===== src/logic/serdes_spi_gpsi_defs.svh =====
// Purpose: Constants for the serial-peripheral and general-purpose serial link unit.
// Assumes: Bit positions of the mode and configuration words as used by the unit.
// Notes: Definitions only.
`ifndef SERDES_SPI_GPSI_DEFS_SVH
`define SERDES_SPI_GPSI_DEFS_SVH
`define CFG_MASTER_BIT 7
`define MODE_CLOCK_IDLE_POLARITY_BIT 4
`define MODE_CLOCK_SAMPLE_PHASE_BIT 3
`define MODE_SEL_LO 0
`define MODE_SEL_HI 2
`define MODE_SEL_W 3
`define MODE_SEL_SPI 3'h0
`define MODE_SEL_GPSI 3'h7
`define MODE_SEL_DIV2 3'h7
`define GPSI_MODE_WORD 8'h3f
`define GPSI_CFG_WORD 8'h50
`define DIV_W 8
`define DIV_RESET 8'h04
`define DIV_ONE 8'h01
`define DIV_ZERO 8'h00
`define BITS_W 4
`define BITS_RESET 4'h8
`define BITS_ONE 4'h1
`define BITS_ZERO 4'h0
`endif


===== src/logic/serdes_spi_gpsi_pkg.sv =====
// Purpose: Types shared by the unit.
// Assumes: Nothing beyond the defines header.
// Notes: States change one bit per step from idle to run to done; done back to idle changes both bits.
`include "serdes_spi_gpsi_defs.svh"
package serdes_spi_gpsi_pkg;
    typedef enum logic [1:0] {
        ST_IDLE = 2'b00,
        ST_RUN = 2'b01,
        ST_DONE = 2'b11
    } spi_state_t;
    typedef logic [7:0] byte_t;
endpackage


===== src/logic/serdes_spi_gpsi.sv =====
// Purpose: Serial-peripheral master/slave and general-purpose serial link unit.
// Assumes: Configuration words are held stable while a transfer runs.
// Notes: Pins from outside pass two flip-flops before any logic reads them.
// Notes: The serial clock pin is sampled through a third flip-flop for edge detection.
// Notes: Slave select is active low and ends a slave word when it rises.
// Notes: In link mode the receive valid pin qualifies the receive data pin.
// Notes: The master holds its divider at zero while idle, so the first edge
// Notes: always comes one half period after the start has been taken.
// Notes: A master word is always eight bits, most significant bit first.
// Notes: A slave word has no bit count; it ends only when select rises.
// Notes: Pin latency of two to three cycles limits the slave clock rate to
// Notes: well below one eighth of the system clock.
// Notes: Mode and configuration changes during a word are not supported.
//
// Overview of operation
// Receive config bit 7 selects slave or master.
// Serial clock idles at polarity level when deselected.
// Phase 0 slave samples on first edge.
// Phase 0 partner presents data half period early.
// Phase 1 slave samples on second edge.
// Phase 1 partner changes data on first edge.
// First edge rising for polarity 0, else falling.
// Drive and sample on opposite clock edges.
// Polarity/phase table picks drive and sample edges.
// Deselected slave drives output latch value.
// Clock pin output as master, input as slave.
// Slave select input as slave, software pin as master.
// Link is point-to-point full duplex, two devices.
// PHY party drives two running clocks.
// Link data and valid follow their clock.
// Collision and busy are software pins only.
// No new transfer while partner is busy.
// Link master outputs one clock on transmit-minus.
// Link master drives data/valid, accepts receive pair.
// Mode 63, configs 80 give divided-by-two clock.
// Master clock toggles only during a transfer.
`timescale 1ns/1ps
module serdes_spi_gpsi
    import serdes_spi_gpsi_pkg::*;
(
    // Clock and reset.
    input wire logic clk_sys,
    input wire logic sys_rst,
    // Configuration words.
    input wire serdes_spi_gpsi_pkg::byte_t unit_mode_reg,
    input wire serdes_spi_gpsi_pkg::byte_t rx_config_reg,
    input wire serdes_spi_gpsi_pkg::byte_t tx_config_reg,
    input wire logic [`DIV_W-1:0] clk_div_half,
    input wire logic port_output_latch,
    // Software transfer port.
    input wire logic tx_start,
    input wire serdes_spi_gpsi_pkg::byte_t tx_word,
    output logic rx_done_q,
    output serdes_spi_gpsi_pkg::byte_t rx_word_q,
    output logic busy_q,
    // Serial clock pin, three signals.
    input wire logic unit_clock_pin_in,
    output logic unit_clock_pin_out_q,
    output logic unit_clock_pin_oe_q,
    // Slave select and data pins.
    input wire logic rx_plus_pin,
    input wire logic rx_data_pin,
    output logic tx_plus_pin_q,
    output logic tx_output_enable_pin_q,
    output logic tx_minus_pin_q,
    // Flow-control pins seen by software.
    input wire logic link_busy_flag,
    output logic link_busy_seen_q
);
    import serdes_spi_gpsi_pkg::*;

    logic is_master;
    logic clock_idle_polarity;
    logic clock_sample_phase;
    logic gpsi_sel;
    logic div2_sel;
    logic sck_s1_q, sck_s2_q, sck_s3_q;
    logic ss_s1_q, ss_s2_q;
    logic rxd_s1_q, rxd_s2_q;
    logic rxv_s1_q, rxv_s2_q;
    logic bsy_s1_q, bsy_s2_q;
    logic sck_rise, sck_fall, lead_edge, trail_edge;
    logic sample_on_rise;
    logic slave_sel;
    logic ss_prev_q;
    spi_state_t state_q;
    logic [`DIV_W-1:0] div_cnt_q;
    logic half_tick;
    logic [`BITS_W-1:0] bits_q;
    byte_t tx_sh_q, rx_sh_q;
    logic first_q;
    logic link_clk_q;
    logic link_rise;

    ////////////////////////////////////////////////////////////////////////
    // Mode decode.
    // The role and the edge table come straight from the configuration words.
    // Nothing here is registered, so a change takes effect at the next edge.
    assign is_master = rx_config_reg[`CFG_MASTER_BIT];
    assign clock_idle_polarity = unit_mode_reg[`MODE_CLOCK_IDLE_POLARITY_BIT];
    assign clock_sample_phase = unit_mode_reg[`MODE_CLOCK_SAMPLE_PHASE_BIT];
    assign gpsi_sel = (unit_mode_reg == `GPSI_MODE_WORD);
    assign div2_sel = gpsi_sel && (rx_config_reg == `GPSI_CFG_WORD)
        && (tx_config_reg == `GPSI_CFG_WORD);
    // Sample edge is rising for 0/0 and 1/1, falling otherwise.
    assign sample_on_rise = (clock_idle_polarity == clock_sample_phase);

    ////////////////////////////////////////////////////////////////////////
    // Two-stage synchronisers for every pin input.
    // Every pin comes from another clock domain, so no logic reads the first stage.
    // Select resets to its inactive high level to avoid a false start after reset.
    // The third clock stage only feeds the edge detector below.
    // Receive valid shares its pin with slave select but has its own stages.
    always_ff @(posedge clk_sys) begin
        if (sys_rst) begin
            sck_s1_q <= 1'b0;
            sck_s2_q <= 1'b0;
            sck_s3_q <= 1'b0;
            ss_s1_q <= 1'b1;
            ss_s2_q <= 1'b1;
            rxd_s1_q <= 1'b0;
            rxd_s2_q <= 1'b0;
            rxv_s1_q <= 1'b0;
            rxv_s2_q <= 1'b0;
            bsy_s1_q <= 1'b0;
            bsy_s2_q <= 1'b0;
        end else begin
            sck_s1_q <= unit_clock_pin_in;
            sck_s2_q <= sck_s1_q;
            sck_s3_q <= sck_s2_q;
            ss_s1_q <= rx_plus_pin;
            ss_s2_q <= ss_s1_q;
            rxd_s1_q <= rx_data_pin;
            rxd_s2_q <= rxd_s1_q;
            rxv_s1_q <= rx_plus_pin;
            rxv_s2_q <= rxv_s1_q;
            bsy_s1_q <= link_busy_flag;
            bsy_s2_q <= bsy_s1_q;
        end
    end

    // Slave select is active low; edges come from the synchronised clock.
    // A slave is only selected outside link mode and outside master role.
    // Edges are found by comparing the second and third clock stages.
    assign slave_sel = !is_master && !gpsi_sel && !ss_s2_q;
    assign sck_rise = sck_s2_q && !sck_s3_q;
    assign sck_fall = !sck_s2_q && sck_s3_q;
    // First edge is rising when idle is low, falling when idle is high.
    assign lead_edge = clock_idle_polarity ? sck_fall : sck_rise;
    assign trail_edge = clock_idle_polarity ? sck_rise : sck_fall;

    ////////////////////////////////////////////////////////////////////////
    // Half-period divider for master clock and link clock.
    // One enable pulse per half period; a setting of zero or one ticks every cycle.
    // Divided-by-two link mode forces a tick on every cycle.
    // Holding the count while idle gives the partner a half period of setup.
    always_ff @(posedge clk_sys) begin
        if (sys_rst) begin
            div_cnt_q <= `DIV_ZERO;
        end else if (state_q == ST_IDLE && !gpsi_sel) begin
            // Restart the half period so the first bit is set up early.
            div_cnt_q <= `DIV_ZERO;
        end else if (half_tick) begin
            div_cnt_q <= `DIV_ZERO;
        end else begin
            div_cnt_q <= div_cnt_q + `DIV_ONE;
        end
    end
    assign half_tick = div2_sel || (div_cnt_q + `DIV_ONE >= clk_div_half)
        || (clk_div_half == `DIV_ZERO);

    ////////////////////////////////////////////////////////////////////////
    // Transfer sequencer shared by master and slave roles.
    // The master counts eight sampling edges and then finishes its word.
    // The slave follows the synchronised clock until select goes inactive.
    // The first leading edge in phase one only starts the word, with no shift.
    // A start request is refused while the partner reports busy.
    always_ff @(posedge clk_sys) begin
        if (sys_rst) begin
            state_q <= ST_IDLE;
            bits_q <= `BITS_ZERO;
            tx_sh_q <= 8'h00;
            rx_sh_q <= 8'h00;
            first_q <= 1'b0;
            unit_clock_pin_out_q <= 1'b0;
            ss_prev_q <= 1'b1;
        end else begin
            ss_prev_q <= ss_s2_q;
            unique case (state_q)
                ST_IDLE: begin
                    unit_clock_pin_out_q <= clock_idle_polarity;
                    bits_q <= `BITS_RESET;
                    first_q <= 1'b1;
                    // Master waits for software; busy partner blocks it.
                    if (is_master && !gpsi_sel && tx_start && !bsy_s2_q) begin
                        tx_sh_q <= tx_word;
                        state_q <= ST_RUN;
                    end else if (slave_sel && ss_prev_q) begin
                        tx_sh_q <= tx_word;
                        state_q <= ST_RUN;
                    end
                end
                ST_RUN: begin
                    if (is_master) begin
                        if (half_tick) begin
                            unit_clock_pin_out_q <= !unit_clock_pin_out_q;
                            // Toggling away from idle is the first edge.
                            if (unit_clock_pin_out_q == clock_idle_polarity) begin
                                if (!clock_sample_phase) begin
                                    rx_sh_q <= {rx_sh_q[6:0], rxd_s2_q};
                                    bits_q <= bits_q - `BITS_ONE;
                                end else if (!first_q) begin
                                    tx_sh_q <= {tx_sh_q[6:0], 1'b0};
                                end
                                first_q <= 1'b0;
                            end else begin
                                if (clock_sample_phase) begin
                                    rx_sh_q <= {rx_sh_q[6:0], rxd_s2_q};
                                    bits_q <= bits_q - `BITS_ONE;
                                end else begin
                                    tx_sh_q <= {tx_sh_q[6:0], 1'b0};
                                end
                                // Phase one samples here, so its last bit is still counted.
                                if ((clock_sample_phase && bits_q == `BITS_ONE) || (!clock_sample_phase && bits_q == `BITS_ZERO)) begin
                                    state_q <= ST_DONE;
                                end
                            end
                        end
                    end else if (!slave_sel) begin
                        state_q <= ST_DONE;
                    end else if (lead_edge) begin
                        if (!clock_sample_phase) begin
                            rx_sh_q <= {rx_sh_q[6:0], rxd_s2_q};
                            bits_q <= bits_q - `BITS_ONE;
                        end else if (!first_q) begin
                            tx_sh_q <= {tx_sh_q[6:0], 1'b0};
                        end
                        first_q <= 1'b0;
                    end else if (trail_edge) begin
                        if (clock_sample_phase) begin
                            rx_sh_q <= {rx_sh_q[6:0], rxd_s2_q};
                            bits_q <= bits_q - `BITS_ONE;
                        end else begin
                            tx_sh_q <= {tx_sh_q[6:0], 1'b0};
                        end
                    end
                end
                ST_DONE: begin
                    unit_clock_pin_out_q <= clock_idle_polarity;
                    state_q <= ST_IDLE;
                end
                default: begin
                    state_q <= ST_IDLE;
                end
            endcase
        end
    end

    ////////////////////////////////////////////////////////////////////////
    // Software-visible results.
    // The done pulse and the received word appear together one cycle after done.
    // In link mode each valid bit is shifted into the received word on the link edge.
    // Busy covers the whole word from the cycle after the start.
    always_ff @(posedge clk_sys) begin
        if (sys_rst) begin
            rx_done_q <= 1'b0;
            rx_word_q <= 8'h00;
            busy_q <= 1'b0;
            link_busy_seen_q <= 1'b0;
        end else begin
            rx_done_q <= (state_q == ST_DONE);
            if (state_q == ST_DONE) begin
                rx_word_q <= rx_sh_q;
            end else if (link_rise && rxv_s2_q) begin
                // Receive pair is taken only while its valid is high.
                rx_word_q <= {rx_word_q[6:0], rxd_s2_q};
            end
            busy_q <= (state_q != ST_IDLE);
            link_busy_seen_q <= bsy_s2_q;
        end
    end

    ////////////////////////////////////////////////////////////////////////
    // Link clock on transmit-minus and link data on its rising edge.
    // The clock runs freely in link mode, as a link clock must.
    // The same clock serves the partner for both directions.
    always_ff @(posedge clk_sys) begin
        if (sys_rst) begin
            link_clk_q <= 1'b0;
        end else if (gpsi_sel && half_tick) begin
            link_clk_q <= !link_clk_q;
        end
    end
    assign link_rise = gpsi_sel && half_tick && !link_clk_q;

    // Pin drivers for both modes.
    // Data follows the shift register one cycle later, away from the sampling edge.
    // A deselected slave shows the output latch level instead of its data.
    // The clock pin is only driven in master role outside link mode.
    always_ff @(posedge clk_sys) begin
        if (sys_rst) begin
            tx_plus_pin_q <= 1'b0;
            tx_output_enable_pin_q <= 1'b0;
            tx_minus_pin_q <= 1'b0;
            unit_clock_pin_oe_q <= 1'b0;
        end else begin
            tx_minus_pin_q <= link_clk_q;
            unit_clock_pin_oe_q <= is_master && !gpsi_sel;
            if (gpsi_sel) begin
                if (link_rise) begin
                    tx_plus_pin_q <= tx_word[7];
                    tx_output_enable_pin_q <= tx_start;
                end
            end else begin
                tx_output_enable_pin_q <= 1'b0;
                if (state_q == ST_RUN) begin
                    tx_plus_pin_q <= tx_sh_q[7];
                end else if (!is_master) begin
                    tx_plus_pin_q <= port_output_latch;
                end else begin
                    tx_plus_pin_q <= tx_sh_q[7];
                end
            end
        end
    end
endmodule // serdes_spi_gpsi


===== config.mk =====
export PLATFORM = sky130hd
export DESIGN_NAME = serdes_spi_gpsi
export DESIGN_NICKNAME = d
export VERILOG_FILES = /design/src/logic/serdes_spi_gpsi_pkg.sv /design/src/logic/serdes_spi_gpsi.sv
export VERILOG_INCLUDE_DIRS = /design/src /design/src/logic
export SDC_FILE = /design/constraint.sdc
export NUM_CORES = 1
export LEC_CHECK = 0
export BUFFER_PORTS_ARGS = -buffer_cell sky130_fd_sc_hd__buf_4
export CORE_AREA = 2 2 66 130
export CTS_CLUSTER_DIAMETER = 60
export DETAILED_ROUTE_END_ITERATION = 10
export DIE_AREA = 0 0 68 132
export PLACE_DENSITY_LB_ADDON = 0.12
export SYNTH_ARGS = -nofsm -noshare
export SYNTH_HDL_FRONTEND = slang
export SYNTH_SLANG_ARGS = --single-unit
export TNS_END_PERCENT = 10

===== constraint.sdc =====
create_clock -name clk_sys -period 9 [get_ports clk_sys]
set_clock_uncertainty 0.2 [all_clocks]
set_input_delay 0.45 -clock clk_sys [delete_from_list [all_inputs] [get_ports clk_sys]]
set_output_delay 0.45 -clock clk_sys [all_outputs]
set_load 0.01 [all_outputs]

==> flow_summary.ini, run 1 <==
[outcome]
run_status = finished, final reports clean

[die]
fp.dieH_um = 132
ios = 64
dieWidth_um = 68
initial_utilization_pct = 38.99
num_rows = 46
dieArea_sq_um = 8976
core_area_sq_um = 7943

[global_route]
overflow = 0
antenna_found_initial = 0
first_global_vias = 2694
grt_pass1_wl_um = 12190
track_usage_pct = 18.23
grt_max_degree = 40

[synth]
syn_area_per_cell_sq_um = 9.081
synth_top_area_share_pct = 38.79
postSynth.asyncResetShare_pct = 0
synth-edff-count = 0
yosysSeqAreaShare_pct = 38.79
netlist_area_sq_um = 3097
synth_cells = 341
synth_top_area_cell = dfxtp_1
synthTopCellsByArea = dfxtp_1 39%, mux2i_1 6.5%, ha_1 6.1%
yosysWarnings = 0
ys_types = 58
synth_seq_cells = 60
syn-num-nets = 404
ys.flop_type = dfxtp_1

[placed_design]
pre_cts_ws_ps = 5638
dp_hpwl_um = 5864
portBuffers = 63
gp_congestion = 0.8191
placed_area_sq_um = 3622

[worst_setup_path]
required_ps = 9030
cp_max_fo = 30
arrival_ps = 3400
reg2regPathDepth = 8
r2r_setup_slack_ps = 5630
criticalPathCategory = flop to flop
critPathLaunchType = flop
end_kind = flop

[clock_network]
ctsHtreeMaxLevel = 3
cts_resized = 0
cts_root_buf = clkbuf_16
cts_hold_repair.buffers = 0
cts_sinks = 60
cts_buffers = 9
path_clk_slew_ps = 50
clk_latency_ps = 330
cts_tree = yes
clockBufferDepth = 2
cts.repair_timing.setup_buffer_count = 0

[final_layout]
stdcell_area_sq_um = 3934
antenna_cells = 0
drive_gt1_share_pct = 24.44
fin_util_pct = 49.53
num-fill-cells = 773
final_nets = 463
area_growth_pct = 27.03
final_cell_mix = 63 x buf_4, 60 x dfxtp_1, 31 x nor2_1, 27 x inv_1, 25 x nor2b_1
layout_commonest_cell = buf_4

[route]
vias = 2659
drtIter0Drc = 94
first_pass_iters = 5
routed_wl_um = 7676
routed_via_density = 5.307
ant_nets = 0
drc = 0
routed_wire_length_per_instance_um = 15.32

[sta]
setup_viol = 0
setup_tns_ps = 0
max_freq_mhz = 296.9
drv_slew = 0
period_share_pct = 37.43
hold_viol = 0
rsz0062_at_grt = false
worst-slew-pin-transition_ps = 1003
setup_slack_ps = 5631
max-slew-margin-rel_pct = 33.14
finalCriticalPeriod_ps = 3369

[worst_hold_path]
hold_path_depth = 2
holdCritPathClass = input port to flop

[pwr]
totalPowerFinal_w = 0.0009186
power_density_nw_per_um2 = 233.5
vdd_ir_drop_max_mv = 0.1211
p_leak_nw = 1.659

[job]
cap_viol_max_count = 0
registers in the layout (all words and copies together), names as in the netlist, 2 cells and up:
signal     count
bits_q         4
rx_sh_q        8
div_cnt_q      8
tx_sh_q        8
rx_word_q      8
state_q        2
path summary, 6_finish.rpt:
path | start | endpoint
max reg2reg | state_q[1] | tx_sh_q[6]
min | rx_plus_pin | ss_s1_q
min reg2reg | ss_s1_q | ss_s2_q
max | state_q[1] | tx_sh_q[6]
kinds of logic after synthesis:
| logic type | Yosys count | share of synthesized area (%) |
|---|---|---|
| flip-flops | 60 | 38.79 |
| multiplexers | 22 | 7.192 |
| AND/OR/NAND/NOR | 123 | 21.78 |
| adder cells (fa/ha/maj) | 15 | 6.061 |
| XOR/XNOR | 10 | 2.828 |
| buffers and inverters | 43 | 5.576 |
| AO/OA/AOI/OAI | 68 | 17.78 |
synth_stat cells, types with 2 or more instances:
master,number
o211ai_1,2
nor3_1,5
nand4_1,2
and3_1,3
clkbuf_1,12
a31oi_1,2
or2_2,3
dfxtp_1,60
o211a_1,7
mux2_2,2
nand2b_1,5
nand2_1,22
nand3_1,7
nor2b_1,25
o221ai_1,2
or3b_2,2
a221oi_1,8
xnor2_1,5
nor4_1,4
o21ai_0,11
nor2_1,31
inv_1,27
a31o_2,7
xor2_1,5
a21oi_1,8
ha_1,15
nand3b_1,2
o22ai_1,2
or4_1,2
mux2i_1,20
a211oi_1,6
power breakdown:
part	switching [W]	internal [W]	leakage, nW
Clock	0.000123	0.000230	0.148
Combinational	0.000137	0.000104	1.02
Sequential	0.0000217	0.000303	0.489
per-layer routing:
layer | share of wire, % | vias up | routed length, um | global-route usage (%)
met5 | 0 | - | 0 | 0
met4 | 3.8 | 0 | 293 | 10.56
met3 | 3.5 | 26 | 272 | 4.099
met2 | 58 | 52 | 4474 | 34.36
met1 | 34 | 1258 | 2637 | 16.35
li1 | - | 1323 | - | -
layout make-up:
type / count / area, sq um / share of cell area (%)
Clock buffer: 11 / 252.7 / 6.425
Clock inverter: 5 / 58.81 / 1.495
Inverter: 28 / 105.1 / 2.672
Multi-Input combinational cell: 238 / 1723 / 43.80
Sequential cell: 60 / 1201 / 30.53
Tap cell: 96 / 120.1 / 3.053
Timing Repair Buffer: 63 / 473.0 / 12.02
stage by stage:
step	std cells	hold WS, ps
2_1_floorplan	341	189.5
4_1_cts	501	108.9
3_5_place_dp	485	198.2
5_1_grt	501	110.5
6_report	501	114.5
3_3_place_gp	485	195.6
critical path, stage by stage, from the launching register on:
cell      delay (ps)
dfxtp_1          330
inv_1             90
ha_1             820
or3b_2           500
a211oi_1         350
o32ai_1          190
a31oi_4          380
o21ai_0          150
a221oi_1         260
No activity file was read; power rests on OpenSTA's default activity.
==> run 2: changes to the inputs <==
==> constraint.sdc (replaced) <==
create_clock -name clk_sys -period 3.04 [get_ports clk_sys]
set_clock_uncertainty 0.2 [all_clocks]
set_input_delay 0.152 -clock clk_sys [delete_from_list [all_inputs] [get_ports clk_sys]]
set_output_delay 0.152 -clock clk_sys [all_outputs]
set_load 0.01 [all_outputs]
==> flow_summary.ini, run 2 (synthesized netlist as in run 1, its figures left out) <==
[pwr]
pwr-share-comb_pct = 28.7
power.share.sequential_pct = 36.5
swShare_pct = 32.16
internal_power_w = 0.001796
totalPowerFinal_w = 0.002648
power_density_nw_per_um2 = 641.5
switching_power_w = 0.0008517
vdd_ir_drop_max_mv = 0.4408
p_leak_nw = 1.754
clockPowerShare_pct = 34.8

[route]
routed_wl_um = 8311
drc = 0
ant_nets = 0
wl_met3_um = 255
top_layer_used = met4
vias = 2729
routed_via_density = 5.228
m1WireLength_um = 2986
drtIter0Drc = 122
wl_met2_um = 4690
first_pass_iters = 4
routed_wire_length_per_instance_um = 15.92

[global_route]
grt_pass1_wl_um = 12610
overflow = 0
grt_max_degree = 40
first_global_vias = 2738
antenna_found_initial = 0
track_usage_pct = 18.87

[sta]
period_share_pct = 95.51
max_freq_mhz = 344.4
worst-slew-pin-transition_ps = 781.5
max-slew-margin-rel_pct = 47.74
setup_tns_ps = 0
rsz0062_at_grt = true
hold_viol = 0
setup_viol = 0
drv_slew = 0
finalCriticalPeriod_ps = 2903

[worst_setup_path]
r2r_start = div_cnt_q[0]
r2r_setup_slack_ps = 140
end_kind = flop
cp-endpoint = rx_word_q[3]
critPathLaunchType = flop
cp_max_fo = 6
required_ps = 3120
crit_path_start = div_cnt_q[0]
reg2reg_to = rx_word_q[3]
arrival_ps = 2980
criticalPathCategory = flop to flop
reg2regPathDepth = 10

[die]
num_rows = 46
fp.dieH_um = 132
initial_utilization_pct = 38.99
ios = 64
dieArea_sq_um = 8976
dieWidth_um = 68
core_area_sq_um = 7943

[clock_network]
cts_root_buf = clkbuf_16
cts_tree = yes
cts_buffers = 9
cts_sinks = 60
clk_latency_ps = 330
ctsHtreeMaxLevel = 3
path_clk_slew_ps = 50
clockBufferDepth = 2

[final_layout]
stdcell_area_sq_um = 4128
layout_commonest_cell = buf_4
area_growth_pct = 33.29
antenna_cells = 0
final_cell_mix = 73 x buf_4, 58 x dfxtp_1, 31 x nor2_1, 27 x inv_1, 25 x nor2b_1
drive_gt1_share_pct = 28.40
final_nets = 484

[worst_hold_path]
holdCritPathClass = input port to flop

[outcome]
run_status = finished, final reports clean

[placed_design]
placed_area_sq_um = 3710
dp_hpwl_um = 6149
gp_congestion = 0.8709
portBuffers = 63

[job]
cap_viol_max_count = 0
run 2: power by group through the flow:
stage	logic, W	registers, W	clock network (W)
finish	0.000759	0.000967	0.000922
global route	0.000852	0.000979	0.000973
CTS	0.000742	0.000965	0.000942
detailed placement	0.000728	0.000981	0
global placement	0.000723	0.000978	0
floorplan	0.000501	0.000974	0
run 2: repair_timing:
item,CTS,global route
endpoints found under the hold margin,9,0
gates resized for setup,2,8
cloned,0,2
endpoints found under the setup margin,18,30
hold buffers,8,0
buffers inserted,1,0
pin swaps,1,6
run 2: critical path, stage by stage, from the launching register on:
cell	delay, ps
dfxtp_2	340
ha_1	220
xor2_1	160
ha_1	300
and3_1	160
o21ai_0	80
a311o_2	500
buf_4	210
a21oi_4	260
mux2i_1	260
o211a_1	160
run 2: metal layers:
layer  GRT usage [%]  vias to the layer above
met4           11.22                        0
met1           17.05                     1279
met3           5.038                       26
met2           34.79                       51
met5               0                        -
li1                -                     1373
run 2: area by class of cell:
type,instances,area [sq um]
inverters,28,105.1
clock buffers,11,242.7
flip-flops and latches,60,1204
clock inverters,5,27.53
repair buffers,82,648.1
multi-input cells,240,1780
fillers,763,3815
well taps,96,120.1
run 2: worst min path at each step:
stage	from	end	slack, ps	depth (start not counted)
after CTS	tx_word[6]	tx_sh_q[6]	20	4
after global routing	tx_word[3]	tx_sh_q[3]	40	4
after detailed placement	rx_plus_pin	ss_s1_q	150	2
after floorplan	rx_plus_pin	ss_s1_q	60	1
final	tx_word[3]	tx_sh_q[3]	30	4
after global placement	rx_plus_pin	ss_s1_q	150	2
run 2: through the flow:
step	hold WS (ps)	setup slack, ps	instances	utilization (%)
finish	27.39	136.6	522	51.97
global route	43.84	-7.920	522	51.97
CTS	21.17	6.931	520	51.39
detailed placement	148.2	-92.67	495	46.71
global placement	152.0	-33.43	495	46.71
floorplan	55.81	164.2	341	-
